### config.mk
export PLATFORM = sky130hd
export DESIGN_NAME = dit_top
export DESIGN_NICKNAME = d
export VERILOG_FILES = /design/src/core/dit_pkg.sv /design/src/core/dit_debounce.sv /design/src/core/dit_sync.sv /design/src/core/dit_top.sv
export SDC_FILE = /design/constraint.sdc
export NUM_CORES = 1
export LEC_CHECK = 0
export BUFFER_PORTS_ARGS = -buffer_cell sky130_fd_sc_hd__buf_2
export CAP_MARGIN = 30
export CORE_MARGIN = 8
export CORE_UTILIZATION = 47
export DETAILED_ROUTE_END_ITERATION = 10
export PLACE_DENSITY_LB_ADDON = 0.2
export SLEW_MARGIN = 0
export SYNTH_ARGS = -nofsm -noshare
export SYNTH_HDL_FRONTEND = slang
export SYNTH_SLANG_ARGS = --single-unit
export TNS_END_PERCENT = 1
### constraint.sdc
create_clock -name core_clk_i -period 6.25 [get_ports core_clk_i]
set_clock_uncertainty 0.05 [all_clocks]
set_input_delay 1.25 -clock core_clk_i [delete_from_list [all_inputs] [get_ports core_clk_i]]
set_output_delay 1.25 -clock core_clk_i [all_outputs]
set_load 0.02 [all_outputs]
### src/core/dit_pkg.sv
package dit_pkg;

	// register byte offsets on the apb bus
	localparam logic [7:0] DIT_OFF_LINE_MASK  = 8'h00; // digital line mask
	localparam logic [7:0] DIT_OFF_LINE_VAL   = 8'h04; // line value, commits
	localparam logic [7:0] DIT_OFF_LINE_RD    = 8'h08; // line readback
	localparam logic [7:0] DIT_OFF_RLY_MASK   = 8'h0C; // relay mask
	localparam logic [7:0] DIT_OFF_RLY_VAL    = 8'h10; // relay value, commits
	localparam logic [7:0] DIT_OFF_RLY_RD     = 8'h14; // relay readback
	localparam logic [7:0] DIT_OFF_COUNT      = 8'h18; // count load / read
	localparam logic [7:0] DIT_OFF_SETUP      = 8'h1C; // direction, debounce
	localparam logic [7:0] DIT_OFF_TRIG_IN    = 8'h20; // trigger input state
	localparam logic [7:0] DIT_OFF_TRIG_OUT   = 8'h24; // write pulses output
	localparam logic [7:0] DIT_OFF_ALARM      = 8'h28; // alarm force
	localparam logic [7:0] DIT_OFF_DEV_RESET  = 8'h2C; // write restores defaults

	// field layout
	localparam int DIT_LINE_W    = 20;
	localparam int DIT_RLY_W     = 8;
	localparam int DIT_CNT_W     = 32;
	localparam int DIT_SETUP_DIR = 0;
	localparam int DIT_SETUP_DEB = 1;

	// reset values
	localparam logic [DIT_LINE_W-1:0] DIT_LINE_RST = 20'h00000;
	localparam logic [DIT_RLY_W-1:0]  DIT_RLY_RST  = 8'hFF; // all relays reset
	localparam logic [DIT_CNT_W-1:0]  DIT_CNT_RST  = 32'h00000000;
	localparam logic                  DIT_DIR_RST  = 1'b1; // counting up
	localparam logic                  DIT_DEB_RST  = 1'b0;

	// timing
	localparam int DIT_CLK_MHZ     = 200;
	localparam int DIT_TRIG_US     = 200;
	localparam int DIT_TRIG_CYC    = DIT_TRIG_US * DIT_CLK_MHZ;
	localparam int DIT_TIMER_W     = 16;
	localparam int DIT_DEB_CYC_DEF = 1000;

	// trigger output sequencer states
	typedef enum logic [0:0] {
		DIT_TRIG_IDLE,
		DIT_TRIG_PULSE
	} dit_trig_state_type;

	// apb request bundle
	typedef struct packed {
		logic        sel;
		logic        enable;
		logic        write;
		logic [7:0]  addr;
		logic [31:0] wdata;
	} dit_apb_req_type;

endpackage : dit_pkg

### src/core/dit_debounce.sv
// edge qualifier for the count input, with optional stability filter
module dit_debounce
	import dit_pkg::*;
#(
	parameter int DEB_CYC = DIT_DEB_CYC_DEF
)
(
	// clock and reset
	input  wire logic clk_i,
	input  wire logic rst_n_i,
	// control
	input  wire logic deb_en_i,
	input  wire logic level_i,
	// qualified rising edge
	output logic      edge_o
);

	typedef struct packed {
		logic                   filt;
		logic                   cand;
		logic [DIT_TIMER_W-1:0] cnt;
		logic                   edge_p;
	} dit_deb_st_type;

	localparam logic [DIT_TIMER_W-1:0] DEB_LAST = DIT_TIMER_W'(DEB_CYC - 1);

	dit_deb_st_type st_q; // registered state
	dit_deb_st_type st_d; // next state

	// with filtering on, the filtered level follows the input only after it stayed put long enough
	always_comb begin
		st_d        = st_q;
		st_d.edge_p = 1'b0;
		if (!deb_en_i) begin
			// no filtering: every rising edge counts
			st_d.filt   = level_i;
			st_d.cand   = level_i;
			st_d.cnt    = '0;
			st_d.edge_p = level_i & ~st_q.filt;
		end else if (level_i != st_q.cand) begin
			// input moved: restart the stability window
			st_d.cand = level_i;
			st_d.cnt  = '0;
		end else if (st_q.cand != st_q.filt) begin
			if (st_q.cnt == DEB_LAST) begin
				st_d.filt   = st_q.cand;
				st_d.edge_p = st_q.cand;
			end else begin
				st_d.cnt = st_q.cnt + 1'b1;
			end
		end
	end

	// register state
	always_ff @(posedge clk_i or negedge rst_n_i) begin
		if (!rst_n_i) begin
			st_q <= '0;
		end else begin
			st_q <= st_d;
		end
	end

	assign edge_o = st_q.edge_p;

endmodule : dit_debounce

### src/core/dit_sync.sv
// two-flop synchroniser; the first stage feeds only the second
module dit_sync
	import dit_pkg::*;
(
	// clock and reset
	input  wire logic clk_i,
	input  wire logic rst_n_i,
	// data
	input  wire logic d_i,
	output logic      q_o
);

	typedef struct packed {
		logic meta;
		logic stable;
	} dit_sync_st_type;

	dit_sync_st_type st_q; // registered state
	dit_sync_st_type st_d; // next state

	// shift the input through both stages
	always_comb begin
		st_d        = st_q;
		st_d.meta   = d_i;
		st_d.stable = st_q.meta;
	end

	// both stages clear to low
	always_ff @(posedge clk_i or negedge rst_n_i) begin
		if (!rst_n_i) begin
			st_q <= '0;
		end else begin
			st_q <= st_d;
		end
	end

	assign q_o = st_q.stable;

endmodule : dit_sync

### src/core/dit_top.sv
module dit_top
	import dit_pkg::*;
#(
	parameter int TRIG_CYC = DIT_TRIG_CYC,
	parameter int DEB_CYC  = DIT_DEB_CYC_DEF
)
(
	// clock and reset
	input  wire logic                  core_clk_i,
	input  wire logic                  arst_n_i,
	// apb slave
	input  wire logic                  psel_i,
	input  wire logic                  penable_i,
	input  wire logic                  pwrite_i,
	input  wire logic [7:0]            paddr_i,
	input  wire logic [31:0]           pwdata_i,
	output logic      [31:0]           prdata_o,
	output logic                       pready_o,
	output logic                       pslverr_o,
	// digital lines and relays
	output logic      [DIT_LINE_W-1:0] line_o,
	input  wire logic [DIT_LINE_W-1:0] line_i,
	output logic      [DIT_RLY_W-1:0]  relay_o,
	// chassis signals
	input  wire logic                  count_in_i,
	input  wire logic                  trig_in_i,
	output logic                       trig_out_n_o,
	output logic                       alarm_n_o
);

	// whole register state of the block
	typedef struct packed {
		logic [DIT_LINE_W-1:0]  line_mask;
		logic [DIT_LINE_W-1:0]  line_val;
		logic [DIT_RLY_W-1:0]   rly_mask;
		logic [DIT_RLY_W-1:0]   rly_val;
		logic [DIT_CNT_W-1:0]   count;
		logic                   dir_up;
		logic                   deb_on;
		logic                   alarm_on;
		dit_trig_state_type     trig_st;
		logic [DIT_TIMER_W-1:0] trig_cnt;
		logic [31:0]            rdata;
	} dit_st_type;

	localparam logic [DIT_TIMER_W-1:0] TRIG_LAST =
		DIT_TIMER_W'(TRIG_CYC - 1);

	logic            rst_sync_q1; // reset release stage one
	logic            rst_sync_q2; // reset release stage two
	logic            rst_n;       // released reset used everywhere
	logic            cnt_sync;    // synchronised count input
	logic            trig_sync;   // synchronised trigger input
	logic            cnt_edge;    // qualified count pulse
	dit_apb_req_type req;         // bundled bus request
	logic            wr_acc;      // write access phase
	logic            rd_acc;      // read setup phase
	logic            mapped;      // address decodes to a register
	dit_st_type      st_q;        // registered state
	dit_st_type      st_d;        // next state

	// merge masked value into held bits, shared by lines and relays
	function automatic logic [DIT_LINE_W-1:0] merge(
		input logic [DIT_LINE_W-1:0] held,
		input logic [DIT_LINE_W-1:0] mask,
		input logic [DIT_LINE_W-1:0] val
	);
		merge = (held & ~mask) | (val & mask);
	endfunction : merge

	// hold reset asserted until two clean edges after release
	always_ff @(posedge core_clk_i or negedge arst_n_i) begin
		if (!arst_n_i) begin
			rst_sync_q1 <= 1'b0;
			rst_sync_q2 <= 1'b0;
		end else begin
			rst_sync_q1 <= 1'b1;
			rst_sync_q2 <= rst_sync_q1;
		end
	end
	assign rst_n = rst_sync_q2;

	// both asynchronous chassis inputs are brought in by two flops
	dit_sync u_cnt_sync (
		.clk_i   (core_clk_i),
		.rst_n_i (rst_n),
		.d_i     (count_in_i),
		.q_o     (cnt_sync)
	);
	dit_sync u_trig_sync (
		.clk_i   (core_clk_i),
		.rst_n_i (rst_n),
		.d_i     (trig_in_i),
		.q_o     (trig_sync)
	);

	// debounce or pass straight, per setup bit
	dit_debounce #(.DEB_CYC(DEB_CYC)) u_deb (
		.clk_i    (core_clk_i),
		.rst_n_i  (rst_n),
		.deb_en_i (st_q.deb_on),
		.level_i  (cnt_sync),
		.edge_o   (cnt_edge)
	);

	// bus decode; the slave always answers in the first access cycle
	assign req.sel    = psel_i;
	assign req.enable = penable_i;
	assign req.write  = pwrite_i;
	assign req.addr   = paddr_i;
	assign req.wdata  = pwdata_i;
	assign wr_acc = req.sel & req.enable & req.write;
	assign rd_acc = req.sel & ~req.enable & ~req.write;
	always_comb begin
		case (req.addr)
			DIT_OFF_LINE_MASK, DIT_OFF_LINE_VAL, DIT_OFF_LINE_RD,
			DIT_OFF_RLY_MASK, DIT_OFF_RLY_VAL, DIT_OFF_RLY_RD,
			DIT_OFF_COUNT, DIT_OFF_SETUP, DIT_OFF_TRIG_IN,
			DIT_OFF_TRIG_OUT, DIT_OFF_ALARM,
			DIT_OFF_DEV_RESET: mapped = 1'b1;
			default:           mapped = 1'b0;
		endcase
	end

	// next-state logic for registers, counter and trigger pulse
	always_comb begin
		st_d = st_q;

		// counting steps on each qualified pulse; a load in the same cycle wins
		if (cnt_edge) begin
			if (st_q.dir_up) begin
				st_d.count = st_q.count + 1'b1;
			end else begin
				// plain subtraction wraps through zero
				st_d.count = st_q.count - 1'b1;
			end
		end

		// trigger output sequencer
		case (st_q.trig_st)
			DIT_TRIG_IDLE: begin
				st_d.trig_cnt = '0;
			end
			DIT_TRIG_PULSE: begin
				if (st_q.trig_cnt == TRIG_LAST) begin
					st_d.trig_st  = DIT_TRIG_IDLE;
					st_d.trig_cnt = '0;
				end else begin
					st_d.trig_cnt = st_q.trig_cnt + 1'b1;
				end
			end
			default: begin
				st_d.trig_st = DIT_TRIG_IDLE;
			end
		endcase

		// register writes at the access phase
		if (wr_acc) begin
			case (req.addr)
				DIT_OFF_LINE_MASK: begin
					st_d.line_mask = req.wdata[DIT_LINE_W-1:0];
				end
				DIT_OFF_LINE_VAL: begin
					st_d.line_val = merge(st_q.line_val, st_q.line_mask,
						req.wdata[DIT_LINE_W-1:0]);
				end
				DIT_OFF_RLY_MASK: begin
					st_d.rly_mask = req.wdata[DIT_RLY_W-1:0];
				end
				DIT_OFF_RLY_VAL: begin
					// relays sit in the low bits of the shared merge
					st_d.rly_val = DIT_RLY_W'(merge(
						DIT_LINE_W'(st_q.rly_val),
						DIT_LINE_W'(st_q.rly_mask),
						DIT_LINE_W'(req.wdata[DIT_RLY_W-1:0])));
				end
				DIT_OFF_COUNT: begin
					st_d.count = req.wdata;
				end
				DIT_OFF_SETUP: begin
					st_d.dir_up = req.wdata[DIT_SETUP_DIR];
					st_d.deb_on = req.wdata[DIT_SETUP_DEB];
				end
				DIT_OFF_TRIG_OUT: begin
					// a retrigger during a pulse restarts the full width
					st_d.trig_st  = DIT_TRIG_PULSE;
					st_d.trig_cnt = '0;
				end
				DIT_OFF_ALARM: begin
					st_d.alarm_on = req.wdata[0];
				end
				DIT_OFF_DEV_RESET: begin
					// settings back to defaults; counter and pulse kept
					st_d.line_mask = DIT_LINE_RST;
					st_d.line_val  = DIT_LINE_RST;
					st_d.rly_mask  = '0;
					st_d.rly_val   = DIT_RLY_RST;
					st_d.dir_up    = DIT_DIR_RST;
					st_d.deb_on    = DIT_DEB_RST;
					st_d.alarm_on  = 1'b0;
				end
				default: begin
				end
			endcase
		end

		// read data captured in setup so it is stable in access
		if (rd_acc) begin
			case (req.addr)
				DIT_OFF_LINE_MASK: st_d.rdata = 32'(st_q.line_mask);
				DIT_OFF_LINE_VAL:  st_d.rdata = 32'(st_q.line_val);
				DIT_OFF_LINE_RD:   st_d.rdata = 32'(line_i);
				DIT_OFF_RLY_MASK:  st_d.rdata = 32'(st_q.rly_mask);
				DIT_OFF_RLY_VAL,
				DIT_OFF_RLY_RD:    st_d.rdata = 32'(st_q.rly_val);
				DIT_OFF_COUNT:     st_d.rdata = st_q.count;
				DIT_OFF_SETUP: begin
					st_d.rdata = '0;
					st_d.rdata[DIT_SETUP_DIR] = st_q.dir_up;
					st_d.rdata[DIT_SETUP_DEB] = st_q.deb_on;
				end
				// concatenation keeps the inversion to one bit
				DIT_OFF_TRIG_IN:   st_d.rdata = {31'h00000000, ~trig_sync};
				DIT_OFF_ALARM:     st_d.rdata = 32'(st_q.alarm_on);
				default:           st_d.rdata = '0;
			endcase
		end
	end

	// single state register
	always_ff @(posedge core_clk_i or negedge rst_n) begin
		if (!rst_n) begin
			st_q           <= '0;
			st_q.line_mask <= DIT_LINE_RST;
			st_q.line_val  <= DIT_LINE_RST;
			st_q.rly_val   <= DIT_RLY_RST;
			st_q.count     <= DIT_CNT_RST;
			st_q.dir_up    <= DIT_DIR_RST;
			st_q.deb_on    <= DIT_DEB_RST;
			st_q.trig_st   <= DIT_TRIG_IDLE;
		end else begin
			st_q <= st_d;
		end
	end

	// outputs straight from flops, except pready_o which is tied high and pslverr_o which is decoded from the bus inputs
	assign line_o       = st_q.line_val;
	assign relay_o      = st_q.rly_val;
	assign trig_out_n_o = (st_q.trig_st != DIT_TRIG_PULSE);
	assign alarm_n_o    = ~st_q.alarm_on;
	assign prdata_o     = st_q.rdata;
	assign pready_o     = 1'b1;
	assign pslverr_o    = req.sel & req.enable & ~mapped;

	// masked line write touches only masked bits
	chk_line_masked: assert property (@(posedge core_clk_i)
		disable iff (!rst_n)
		(wr_acc && req.addr == DIT_OFF_LINE_VAL) |=>
		((line_o & ~$past(st_q.line_mask)) ==
		 ($past(line_o) & ~$past(st_q.line_mask))))
		else $error("unmasked digital line changed");

	chk_line_value: assert property (@(posedge core_clk_i)
		disable iff (!rst_n)
		(wr_acc && req.addr == DIT_OFF_LINE_VAL) |=>
		((line_o & $past(st_q.line_mask)) ==
		 ($past(req.wdata[DIT_LINE_W-1:0]) & $past(st_q.line_mask))))
		else $error("masked line did not take value");

	chk_relay_value: assert property (@(posedge core_clk_i)
		disable iff (!rst_n)
		(wr_acc && req.addr == DIT_OFF_RLY_VAL) |=>
		((relay_o & $past(st_q.rly_mask)) ==
		 ($past(req.wdata[DIT_RLY_W-1:0]) & $past(st_q.rly_mask))))
		else $error("masked relay did not take value");

	chk_relay_masked: assert property (@(posedge core_clk_i)
		disable iff (!rst_n)
		(wr_acc && req.addr == DIT_OFF_RLY_VAL) |=>
		((relay_o & ~$past(st_q.rly_mask)) ==
		 ($past(relay_o) & ~$past(st_q.rly_mask))))
		else $error("unmasked relay changed");

	chk_count_load: assert property (@(posedge core_clk_i)
		disable iff (!rst_n)
		(wr_acc && req.addr == DIT_OFF_COUNT) |=>
		(st_q.count == $past(req.wdata)))
		else $error("count load not taken");

	chk_count_down: assert property (@(posedge core_clk_i)
		disable iff (!rst_n)
		(cnt_edge && !st_q.dir_up && !wr_acc) |=>
		(st_q.count == $past(st_q.count) - 32'h00000001))
		else $error("down count did not wrap or step");

	chk_count_up: assert property (@(posedge core_clk_i)
		disable iff (!rst_n)
		(cnt_edge && st_q.dir_up && !wr_acc) |=>
		(st_q.count == $past(st_q.count) + 32'h00000001))
		else $error("up count wrong");

	chk_count_hold: assert property (@(posedge core_clk_i)
		disable iff (!rst_n)
		(!cnt_edge && !wr_acc) |=> $stable(st_q.count))
		else $error("count moved with no pulse");

	// the pulse stays low and its timer steps by one until the last count
	chk_trig_width: assert property (@(posedge core_clk_i)
		disable iff (!rst_n)
		(!trig_out_n_o && st_q.trig_cnt != TRIG_LAST && !wr_acc) |=>
		(!trig_out_n_o &&
		 st_q.trig_cnt == $past(st_q.trig_cnt) + 1'b1))
		else $error("trigger pulse too short");

	chk_trig_end: assert property (@(posedge core_clk_i)
		disable iff (!rst_n)
		(st_q.trig_st == DIT_TRIG_PULSE && st_q.trig_cnt == TRIG_LAST
		 && !wr_acc) |=> trig_out_n_o)
		else $error("trigger pulse not ended");

	chk_alarm_level: assert property (@(posedge core_clk_i)
		disable iff (!rst_n)
		(wr_acc && req.addr == DIT_OFF_ALARM) |=>
		(alarm_n_o == !$past(req.wdata[0])))
		else $error("alarm level wrong");

endmodule : dit_top

==> results of run 1 <==
layer usage:
metal  vias up  global-route usage  share of wire
li1       3861                   -              -
met1      3802               0.276           0.47
met2       173               0.332           0.47
met3        28              0.0450          0.047
met4         4              0.0592          0.016
met5         -                   0         0.0010
Yosys cell counts, types with 21 or more instances:
cell	instances	area share
buf_4	61	0.048
clkbuf_1	43	0.017
nand2_1	153	0.060
mux2i_1	21	0.022
nor3_1	24	0.012
dfrtp_1	156	0.41
nand3_1	38	0.020
nor2_1	77	0.030
ha_1	32	0.042
xnor2_1	35	0.032
a22o_1	24	0.022
o21ai_0	100	0.052
a21oi_1	53	0.028
stage by stage:
stage	utilization	power [mW]	std cells	hold WS [ns]
after detailed placement	0.500	1.89	1362	0.285
after global placement	0.500	1.88	1362	0.282
final	0.530	2.93	1395	0.300
after CTS	0.528	2.95	1394	0.302
after floorplan	-	1.75	1064	0.281
after global routing	0.530	3.09	1395	0.308
power by group through the flow:
| stage | sequential [mW] | clock, mW | combinational (mW) |
|---|---|---|---|
| 2_1_floorplan | 1.28 | 0 | 0.464 |
| 3_3_place_gp | 1.31 | 0 | 0.571 |
| 3_5_place_dp | 1.31 | 0 | 0.581 |
| 4_1_cts | 1.29 | 1.08 | 0.584 |
| 5_1_grt | 1.31 | 1.12 | 0.665 |
| 6_report | 1.29 | 1.05 | 0.585 |
layout by cell type, fill, tap and decap left out, types with 24 or more instances in the layout:
| master | count |
|---|---|
| a22o_1 | 24 |
| buf_2 | 129 |
| ha_1 | 32 |
| nand2_1 | 153 |
| nand3_1 | 38 |
| xnor2_1 | 35 |
| nor2_1 | 77 |
| o21ai_0 | 99 |
| a21oi_1 | 53 |
| dfrtp_1 | 155 |
cells by family after synthesis:
logic type / after synthesis
and+or+nand+nor: 360
AOI/OAI and AO/OA: 295
DFF: 165
buffers and inverters: 135
xor gates and xnor gates: 52
adders and majority gates: 33
muxes: 22
other: 1
worst max-delay path, cell delays in order:
cell and delay (ns):
buf_2 0.13, nor3_1 0.34, and2_1 0.27, o21ai_0 0.16, and3_1 0.22, buf_2 0.15
sequential cells by signal, summed over array words and instances, names as in the netlist:
name / cells
u_trig_sync.q_o: 1
u_cnt_sync.q_o: 1
rst_sync_q1: 1
u_trig_sync.st_d: 1
line_o: 20
rst_n: 1
u_cnt_sync.st_d: 1
u_deb.st_q: 18
relay_o: 8
st_q: 80
prdata_o: 32
u_deb.edge_o: 1
how the worst max path moves through the flow:
stage / depth (start not counted) / endpoint
after floorplan: 0 / line_o[0]
after global placement: 8 / st_q[83]
after detailed placement: 8 / st_q[83]
after CTS: 6 / pslverr_o
after global routing: 12 / st_q[78]
final: 6 / pslverr_o
layout make-up:
type | instances | area share
multi-input cells | 764 | 0.445
well taps | 270 | 0.0316
clock inverters | 13 | 0.0140
clock buffers | 19 | 0.0405
flip-flops and latches | 165 | 0.388
inverters | 18 | 0.00632
repair buffers | 146 | 0.0742
==> flow_metrics.py, run 1 <==
metrics = {
    "setup_path": {
        "crit_required_ns": 4.95,
        "worstSetupStartpointType": "primary input",
        "critPathCaptureType": "output port",
        "rrSetupSlack_ns": 2.61,
        "worstRegToRegCells": 12,
        "r2r-start": "st_q[51]",
        "critical_path.max_fanout": 5,
        "rr_endpoint": "st_q[83]",
        "criticalPathCategory": "in -> out",
        "critPathLaunch": "paddr_i[4]",
        "arrival_ns": 2.52,
    },
    "flow_run": {
        "max-cap-violations": 0,
    },
    "sta": {
        "slew_viol_final": 0,
        "hold_viol_final": 0,
        "setup_slack_ns": 2.43,
        "finalSetupViolCount": 0,
        "finalCritPeriodShare": 0.612,
        "fin_tns_setup_ns": 0,
        "worstMarginPinSlew_ns": 1.01,
        "rsz0062_at_grt": "false",
        "maxSlewHeadroom": 0.321,
        "fin_crit_ns": 3.82,
        "max_freq_mhz": 262,
    },
    "hold_path": {
        "min_path_cells": 0,
        "min_to": "rst_n",
        "worstHoldStart": "rst_sync_q1",
        "hold_class": "reg -> reg",
    },
    "placed_design": {
        "port_buffers": 129,
        "dpl.hpwl_mm": 18.0,
        "dp_slack_ns": 2.21,
        "place_area_um2": 10100,
        "globalplace.congestion": 0.875,
    },
    "power": {
        "power.density_nw_per_um2": 274,
        "p_sw_frac": 0.309,
        "pwr-share-clk": 0.360,
        "vdd_drop_max_mv": 0.190,
        "p_int_mw": 2.02,
        "seq_power_share": 0.440,
        "power_leakage_nw": 4.94,
        "combPwrFrac": 0.200,
        "p_sw_mw": 0.906,
    },
    "logic_synthesis": {
        "synth-main-ff-cell": "dfrtp_1",
        "synth_cell_type_count": 68,
        "netlist_area_um2": 9620,
        "synth_top_family_by_area": "compound AO/OA/AOI/OAI gates",
        "synthMuxAreaShare": 0.0230,
        "synthArstFlopShare": 1.00,
        "synth_xor_area_frac": 0.0474,
        "synth_area_per_cell_um2": 9.05,
        "synth_seq_cells": 165,
        "yosysSeqAreaShare": 0.431,
        "synthCells": 1063,
        "synth-compound-area-share": 0.208,
        "synth-edff-count": 0,
        "yosysWarnings": 0,
        "synth-simple-area-share": 0.169,
        "synthAdderAreaFrac": 0.0437,
    },
    "cells_and_area": {
        "finalInstanceArea_um2": 10700,
        "n_antenna_cell": 0,
        "seq_area_um2": 4140,
        "area_growth_pct": 11.1,
        "drive_above_1_share": 0.182,
        "nFillCells": 1901,
        "nets": 1212,
        "multiInputGateArea_um2": 4760,
    },
    "drt": {
        "dr.pass1.iters": 6,
        "post_drt_via_cell_ratio": 5.64,
        "drc": 0,
        "route.detailed.wl_per_inst_um": 18.5,
        "vias": 7868,
        "antenna_left": 0,
        "drt-initial-drc-count": 444,
        "routed_wl_mm": 25.8,
    },
    "global_routing": {
        "grtUsageTotal": 0.207,
        "antenna_found_initial": 2,
        "grt_max_degree": 66,
        "overflow": 0,
        "grt_pass1_vias": 8004,
        "grt_pass1_wl_mm": 42.8,
    },
    "floorplanning": {
        "die_h_um": 159,
        "num_rows": 52,
        "core_um2": 20200,
        "die-area_um2": 25300,
        "dieWidth_um": 159,
        "pin_count": 131,
        "initial_core_util": 0.477,
    },
    "clocking": {
        "cts_buffers": 17,
        "cts_max_path_buffers": 2,
        "htreeDepth": 4,
        "postCtsSetupRepairBufs": 0,
        "path_clk_slew_ns": 0.07,
        "cts_tree": "yes",
        "cts_root_buffer": "clkbuf_16",
        "cts.sinks": 165,
        "clkLatencyLatePin_ns": 0.43,
        "hold_buffers": 0,
        "ctsResizeCount": 0,
    },
    "outcome": {
        "status": "finished clean",
    },
}
(Power assumes the default switching activity.)
==> inputs of run 2 (changes only) <==
--- a/config.mk
+++ b/config.mk
@@ -5,6 +5,7 @@
 export SDC_FILE = /design/constraint.sdc
 export NUM_CORES = 1
 export LEC_CHECK = 0
+export ABC_AREA = 1
 export BUFFER_PORTS_ARGS = -buffer_cell sky130_fd_sc_hd__buf_2
 export CAP_MARGIN = 30
 export CORE_MARGIN = 8
==> constraint.sdc (replaced) <==
create_clock -name core_clk_i -period 3.2 [get_ports core_clk_i]
set_clock_uncertainty 0.05 [all_clocks]
set_input_delay 0.64 -clock core_clk_i [delete_from_list [all_inputs] [get_ports core_clk_i]]
set_output_delay 0.64 -clock core_clk_i [all_outputs]
set_load 0.02 [all_outputs]
==> run 2 against run 1 <==
Effect of this change:
- flip-flop and latch count is the same
- largest power group is now combinational logic
- die area rose by 13%
- sequential power is 100% higher
- power rose to 2.7 times the previous value
==> flow_metrics.py, run 2 <==
metrics = {
    "outcome": {
        "status": "finished clean",
    },
    "setup_path": {
        "criticalPathCategory": "reg -> reg",
        "critPathCaptureType": "register",
        "cp_slowest_stage_delay_ns": 0.59,
        "worstRegToRegCells": 11,
        "path_cells": "inv_1, buf_12, ha_1, nor2_1, a21oi_1, nand3_1, nand3_1, nand2_1, nand3_1, nand3_1, a21oi_1",
        "rr_endpoint": "st_q[79]",
        "worstSetupStartpointType": "register",
        "slowest_stage": "dfstp_2",
        "rrSetupSlack_ns": 0.65,
        "r2r-start": "st_q[51]",
        "critical_path.max_fanout": 31,
        "crit_required_ns": 3.51,
        "crit_top_cell": "nand3_1",
        "arrival_ns": 2.86,
    },
    "cells_and_area": {
        "largest_register_ffs": 80,
        "final_common_cell": "nand2_1",
        "area_growth_pct": 10.7,
        "nets": 1734,
        "final_cell_mix": "nand2_1, inv_1, dfrtp_1",
        "fin_util": 0.524,
        "n_antenna_cell": 0,
        "drive_above_1_share": 0.140,
        "top_register": "st_q",
    },
    "drt": {
        "dr.pass1.iters": 5,
        "drt-initial-drc-count": 849,
        "routed_wl_mm": 31.1,
        "route.detailed.wl_per_inst_um": 15.8,
        "vias": 10300,
        "antenna_left": 0,
        "drc": 0,
        "post_drt_via_cell_ratio": 5.22,
    },
    "floorplanning": {
        "core_um2": 23300,
        "pin_count": 131,
        "initial_core_util": 0.473,
        "die_h_um": 169,
        "die-area_um2": 28600,
        "dieWidth_um": 169,
        "num_rows": 56,
    },
    "logic_synthesis": {
        "netlist_area_um2": 11000,
        "synth_area_per_cell_um2": 7.03,
        "synthArstFlopShare": 1.00,
        "yosysTopAreaCell": "dfrtp_1",
        "yosysWarnings": 0,
        "yosysMostFrequentCell": "nand2_1",
        "synth-main-ff-cell": "dfrtp_1",
        "synth-edff-count": 0,
        "synth_cell_type_count": 52,
        "synth_area_leaders": "dfrtp_1, nand2_1, inv_1",
        "synth_seq_cells": 165,
        "synth_top_area_frac": 0.354,
        "synth.top_cells.by_count": "nand2_1, inv_1, dfrtp_1",
        "yosysSeqAreaShare": 0.376,
        "synthCells": 1566,
    },
    "power": {
        "pwr-share-clk": 0.260,
        "combPwrFrac": 0.409,
        "seq_power_share": 0.331,
        "power_leakage_nw": 6.31,
        "p_sw_frac": 0.422,
        "vdd_drop_max_mv": 0.308,
        "p_sw_mw": 3.32,
        "power.density_nw_per_um2": 644,
        "p_int_mw": 4.54,
    },
    "sta": {
        "maxSlewHeadroom": 0.540,
        "slew_viol_final": 0,
        "fin_tns_setup_ns": 0,
        "rsz0062_at_grt": "false",
        "hold_slack_ns": 0.243,
        "finalCritPeriodShare": 0.796,
        "finalSetupViolCount": 0,
        "hold_viol_final": 0,
        "fin_crit_ns": 2.55,
        "max_freq_mhz": 393,
        "worstMarginPinSlew_ns": 0.690,
    },
    "global_routing": {
        "globalRoute.busiestLayer": "met2",
        "grt_max_degree": 65,
        "overflow": 0,
        "grt_pass1_wl_mm": 50.8,
        "met1_usage": 0.298,
        "grt_pass1_vias": 9836,
        "grtUsageMet3": 0.0466,
        "grtUsageMet2": 0.354,
        "antenna_found_initial": 0,
        "grtUsageTotal": 0.220,
    },
    "clocking": {
        "cts_buffers": 17,
        "cts.sinks": 165,
        "clkLatencyLatePin_ns": 0.44,
        "ctsResizeCount": 0,
        "path_clk_slew_ns": 0.07,
        "cts_tree": "yes",
        "cts_root_buffer": "clkbuf_16",
        "htreeDepth": 4,
        "cts_max_path_buffers": 2,
    },
    "placed_design": {
        "globalplace.congestion": 0.944,
        "port_buffers": 129,
        "dpl.hpwl_mm": 23.4,
    },
    "hold_path": {
        "hold_class": "reg -> async",
    },
    "flow_run": {
        "max-cap-violations": 0,
    },
}
-- run 2: cell count changes after synthesis, moves of 21 or more --
cell      change
a22o_1       -22
inv_1       +229
nor2_1       +55
clkbuf_1     -21
nand2_1     +241
nand3_1      +73
mux2i_1      -21
xnor2_1      -33
a21oi_1      +34
o21ai_0      +26
-- run 2: logic make-up (layout without fill, tap and decap cells) --
logic type	after synthesis	count (layout)	share of synthesized area
DFF	165	165	0.376
other	1	2	0.000340
adders and majority gates	33	33	0.0382
buffers and inverters	358	438	0.147
and+or+nand+nor	702	702	0.271
xor gates and xnor gates	25	25	0.0199
AOI/OAI and AO/OA	282	282	0.148
-- run 2: worst max-delay path, delay by kind of cell, from the launching register on --
family / cells / cell delay [ns]
buf+inv: 2 / 0.27
fa+ha+maj: 1 / 0.41
flops: 1 / 0.59
compound gates: 2 / 0.43
simple gates: 6 / 0.71
-- run 2: timing repair --
| item | in CTS | in global routing |
|---|---|---|
| endpoints found under the setup margin | 0 | 0 |
| endpoints found under the hold margin | 2 | 0 |
| buffers inserted | 0 | 0 |
| hold buffers | 1 | 0 |
-- run 2: how the worst max path moves through the flow --
stage               start           end  slack [ns]  cells after the start
6_report         st_q[51]      st_q[79]        0.65                     11
2_1_floorplan       rst_n     line_o[0]        0.43                      0
4_1_cts          st_q[51]      st_q[79]        0.67                     11
3_3_place_gp     st_q[51]      st_q[72]        0.70                     11
5_1_grt          st_q[51]      st_q[72]        0.42                     11
3_5_place_dp   paddr_i[7]  prdata_o[23]        0.69                      8
-- run 2: power groups by stage --
| stage | clock network (mW) | logic (mW) | registers (mW) |
|---|---|---|---|
| final | 2.04 | 3.21 | 2.60 |
| after CTS | 2.08 | 3.21 | 2.60 |
| after global placement | 0 | 3.15 | 2.63 |
| after floorplan | 0 | 2.44 | 2.57 |
| after detailed placement | 0 | 3.18 | 2.63 |
| after global routing | 2.18 | 3.67 | 2.64 |
-- run 2: routing by layer --
layer	up-vias	routed length, um
li1	5093	-
met1	4828	14300
met2	302	14400
met3	37	1900
met4	0	504
met5	-	0
-- run 2: layout make-up --
cell class | instances | area [um2]
clock inverters | 14 | 140
inverters | 256 | 963
repair buffers | 150 | 856
fillers | 2395 | 11100
multi-input cells | 1044 | 5260
well taps | 319 | 399
flip-flops and latches | 165 | 4140
clock buffers | 18 | 439
-- run 2: per-stage QoR --
step | instances | instance area, um2 | setup slack [ns] | total power [mW]
after floorplan | 1567 | 11000 | 0.429 | 5.01
after global placement | 1933 | 11600 | 0.704 | 5.78
after detailed placement | 1933 | 11600 | 0.687 | 5.82
after CTS | 1966 | 12200 | 0.674 | 7.89
after global routing | 1966 | 12200 | 0.425 | 8.48
final | 1966 | 12200 | 0.653 | 7.86
==> inputs of run 3 (changes only) <==
--- a/config.mk
+++ b/config.mk
@@ -5,7 +5,7 @@
 export SDC_FILE = /design/constraint.sdc
 export NUM_CORES = 1
 export LEC_CHECK = 0
-export ABC_AREA = 1
+export ABC_AREA = 0
 export BUFFER_PORTS_ARGS = -buffer_cell sky130_fd_sc_hd__buf_2
 export CAP_MARGIN = 30
 export CORE_MARGIN = 8
==> constraint.sdc (replaced) <==
create_clock -name core_clk_i -period 2.6 [get_ports core_clk_i]
set_clock_uncertainty 0.05 [all_clocks]
set_input_delay 0.52 -clock core_clk_i [delete_from_list [all_inputs] [get_ports core_clk_i]]
set_output_delay 0.52 -clock core_clk_i [all_outputs]
set_load 0.02 [all_outputs]
==> run 3 against run 2 <==
Effect of this change:
- the flow now finishes with violations (negative setup slack)
- via count decreased by 17%
- critical path depth increased by 3
- flip-flop and latch count unchanged
- count of clock-buffer cells in the layout increased by 2
- register-to-register slack got worse by 1.1 ns
- sequential power increased by 20%
- maximum frequency decreased by 15%
- final cell count decreased by 23%
- critical path type unchanged
- largest cell class unchanged
==> flow_metrics.py, run 3 (synthesis results as in run 1) <==
metrics = {
    "placed_design": {
        "port_buffers": 129,
        "globalplace.congestion": 0.905,
        "dpl.hpwl_mm": 20.0,
        "dp_slack_ns": -0.713,
    },
    "setup_path": {
        "critPathCaptureType": "register",
        "crit_required_ns": 2.87,
        "criticalPathCategory": "reg -> reg",
        "arrival_ns": 3.28,
        "critical_path.max_fanout": 7,
        "worstRegToRegCells": 14,
        "r2r-start": "st_q[51]",
        "worstSetupStartpointType": "register",
        "rrSetupSlack_ns": -0.41,
        "rr_endpoint": "st_q[82]",
    },
    "sta": {
        "worstMarginPinSlew_ns": 0.747,
        "fin_crit_ns": 3.01,
        "setup_slack_ns": -0.410,
        "rsz0062_at_grt": "true",
        "finalCritPeriodShare": 1.16,
        "finalSetupViolCount": 18,
        "max_freq_mhz": 332,
        "fin_tns_setup_ns": -3.89,
        "slew_viol_final": 0,
        "hold_viol_final": 0,
        "hold_slack_ns": 0.143,
        "maxSlewHeadroom": 0.502,
    },
    "cells_and_area": {
        "seq_area_um2": 4140,
        "top_register": "st_q",
        "multiInputGateArea_um2": 5200,
        "final_common_cell": "dfrtp_1",
        "drive_above_1_share": 0.311,
        "nFillCells": 1740,
        "fin_util": 0.606,
        "final_cell_mix": "dfrtp_1, nand2_1, buf_2",
        "n_antenna_cell": 0,
        "largest_register_ffs": 80,
        "area_growth_pct": 27.1,
        "nets": 1340,
    },
    "global_routing": {
        "grt_pass1_vias": 8871,
        "overflow": 0,
        "antenna_found_initial": 0,
        "grt_max_degree": 52,
        "grt_pass1_wl_mm": 46.4,
        "grtUsageTotal": 0.225,
    },
    "clocking": {
        "cts.sinks": 165,
        "cts_tree": "yes",
        "path_clk_slew_ns": 0.07,
        "cts_root_buffer": "clkbuf_16",
        "clkLatencyLatePin_ns": 0.43,
        "cts_buffers": 17,
        "cts_max_path_buffers": 2,
        "htreeDepth": 4,
    },
    "flow_run": {
        "max-cap-violations": 0,
    },
    "drt": {
        "drt-initial-drc-count": 402,
        "route.detailed.wl_per_inst_um": 18.7,
        "dr.pass1.iters": 5,
        "post_drt_via_cell_ratio": 5.57,
        "routed_wl_mm": 28.5,
        "drc": 0,
        "antenna_left": 0,
        "vias": 8482,
    },
    "power": {
        "vdd_drop_max_mv": 0.471,
        "power.density_nw_per_um2": 629,
        "p_sw_mw": 2.45,
        "p_sw_frac": 0.319,
        "seq_power_share": 0.405,
        "pwr-share-clk": 0.310,
        "p_int_mw": 5.23,
        "power_leakage_nw": 5.66,
        "combPwrFrac": 0.285,
    },
    "hold_path": {
        "min_path_cells": 1,
        "min_to": "u_trig_sync.st_d[0]",
        "hold_class": "in -> reg",
        "worstHoldStart": "trig_in_i",
    },
    "outcome": {
        "status": "complete, but fails checks",
        "violations": "negative setup slack",
    },
    "floorplanning": {
        "dieWidth_um": 159,
        "initial_core_util": 0.477,
        "die_h_um": 159,
        "die-area_um2": 25300,
        "core_um2": 20200,
        "pin_count": 131,
        "num_rows": 52,
    },
}
run 3: cell count changes in the layout (fill, tap and decap cells not counted), moves of 20 or more:
cell,delta
buf_4,+111
nor2_1,-58
a21oi_1,-48
nand2_1,-241
nand3_1,-74
xnor2_1,+33
a32o_1,+20
o21ai_0,-33
a22o_1,+22
mux2i_1,+21
inv_1,-230
run 3: metal layers:
metal,GRT usage,up-vias,part of all wire
li1,-,4106,-
met4,0.0913,0,0.025
met3,0.0401,45,0.041
met2,0.378,213,0.49
met5,0,-,0
met1,0.282,4118,0.45
run 3: layout make-up:
class,instances,share of cell area
Timing Repair Buffer,274,0.156
Sequential cell,165,0.339
Inverter,18,0.00594
Multi-Input combinational cell,764,0.426
Tap cell,270,0.0276
Clock inverter,12,0.00788
Clock buffer,20,0.0374
run 3: how the worst max path moves through the flow:
stage / depth (start not counted) / slack, ns / end / startpoint
final: 14 / -0.41 / st_q[82] / st_q[51]
after global routing: 11 / -0.59 / st_q[78] / st_q[51]
after CTS: 14 / -0.34 / st_q[82] / st_q[51]
after detailed placement: 12 / -0.71 / st_q[83] / st_q[51]
after global placement: 12 / -0.60 / st_q[83] / st_q[51]
after floorplan: 12 / -0.70 / st_q[83] / st_q[51]
run 3: critical path, cell delays in order, from the launching register on:
cell and delay, ns:
dfstp_2 0.58, inv_6 0.08, buf_12 0.15, ha_4 0.26, buf_6 0.09, nand4_1 0.14
nor2_2 0.18, buf_4 0.15, a31oi_4 0.11, buf_6 0.14, a221oi_4 0.29, a211oi_2 0.12
o21ai_1 0.18, xnor2_1 0.09, a311oi_1 0.28
run 3: what timing repair did:
action                     in CTS  in global routing
hold buffers                    1                  0
hold endpoints to repair        2                  0
resized for setup              62                 25
buffers inserted               11                  1
gates cloned                    1                  0
pin swaps                      26                 20
setup endpoints to repair      21                 23
run 3: metrics by stage:
step                instances  cell area, um2  power [mW]
floorplan                1064            9620        4.20
global placement         1478           11100        5.01
detailed placement       1478           11100        5.05
CTS                      1522           12100        7.65
global route             1523           12200        8.07
finish                   1523           12200        7.69
run 3: power by group through the flow:
stage                     Clock, mW  Combinational [mW]  Sequential (mW)
after detailed placement          0                1.94             3.11
after global routing           2.51                2.41             3.14
after floorplan                   0                1.12             3.08
final                          2.38                2.19             3.11
after CTS                      2.44                2.11             3.10
after global placement            0                1.90             3.11
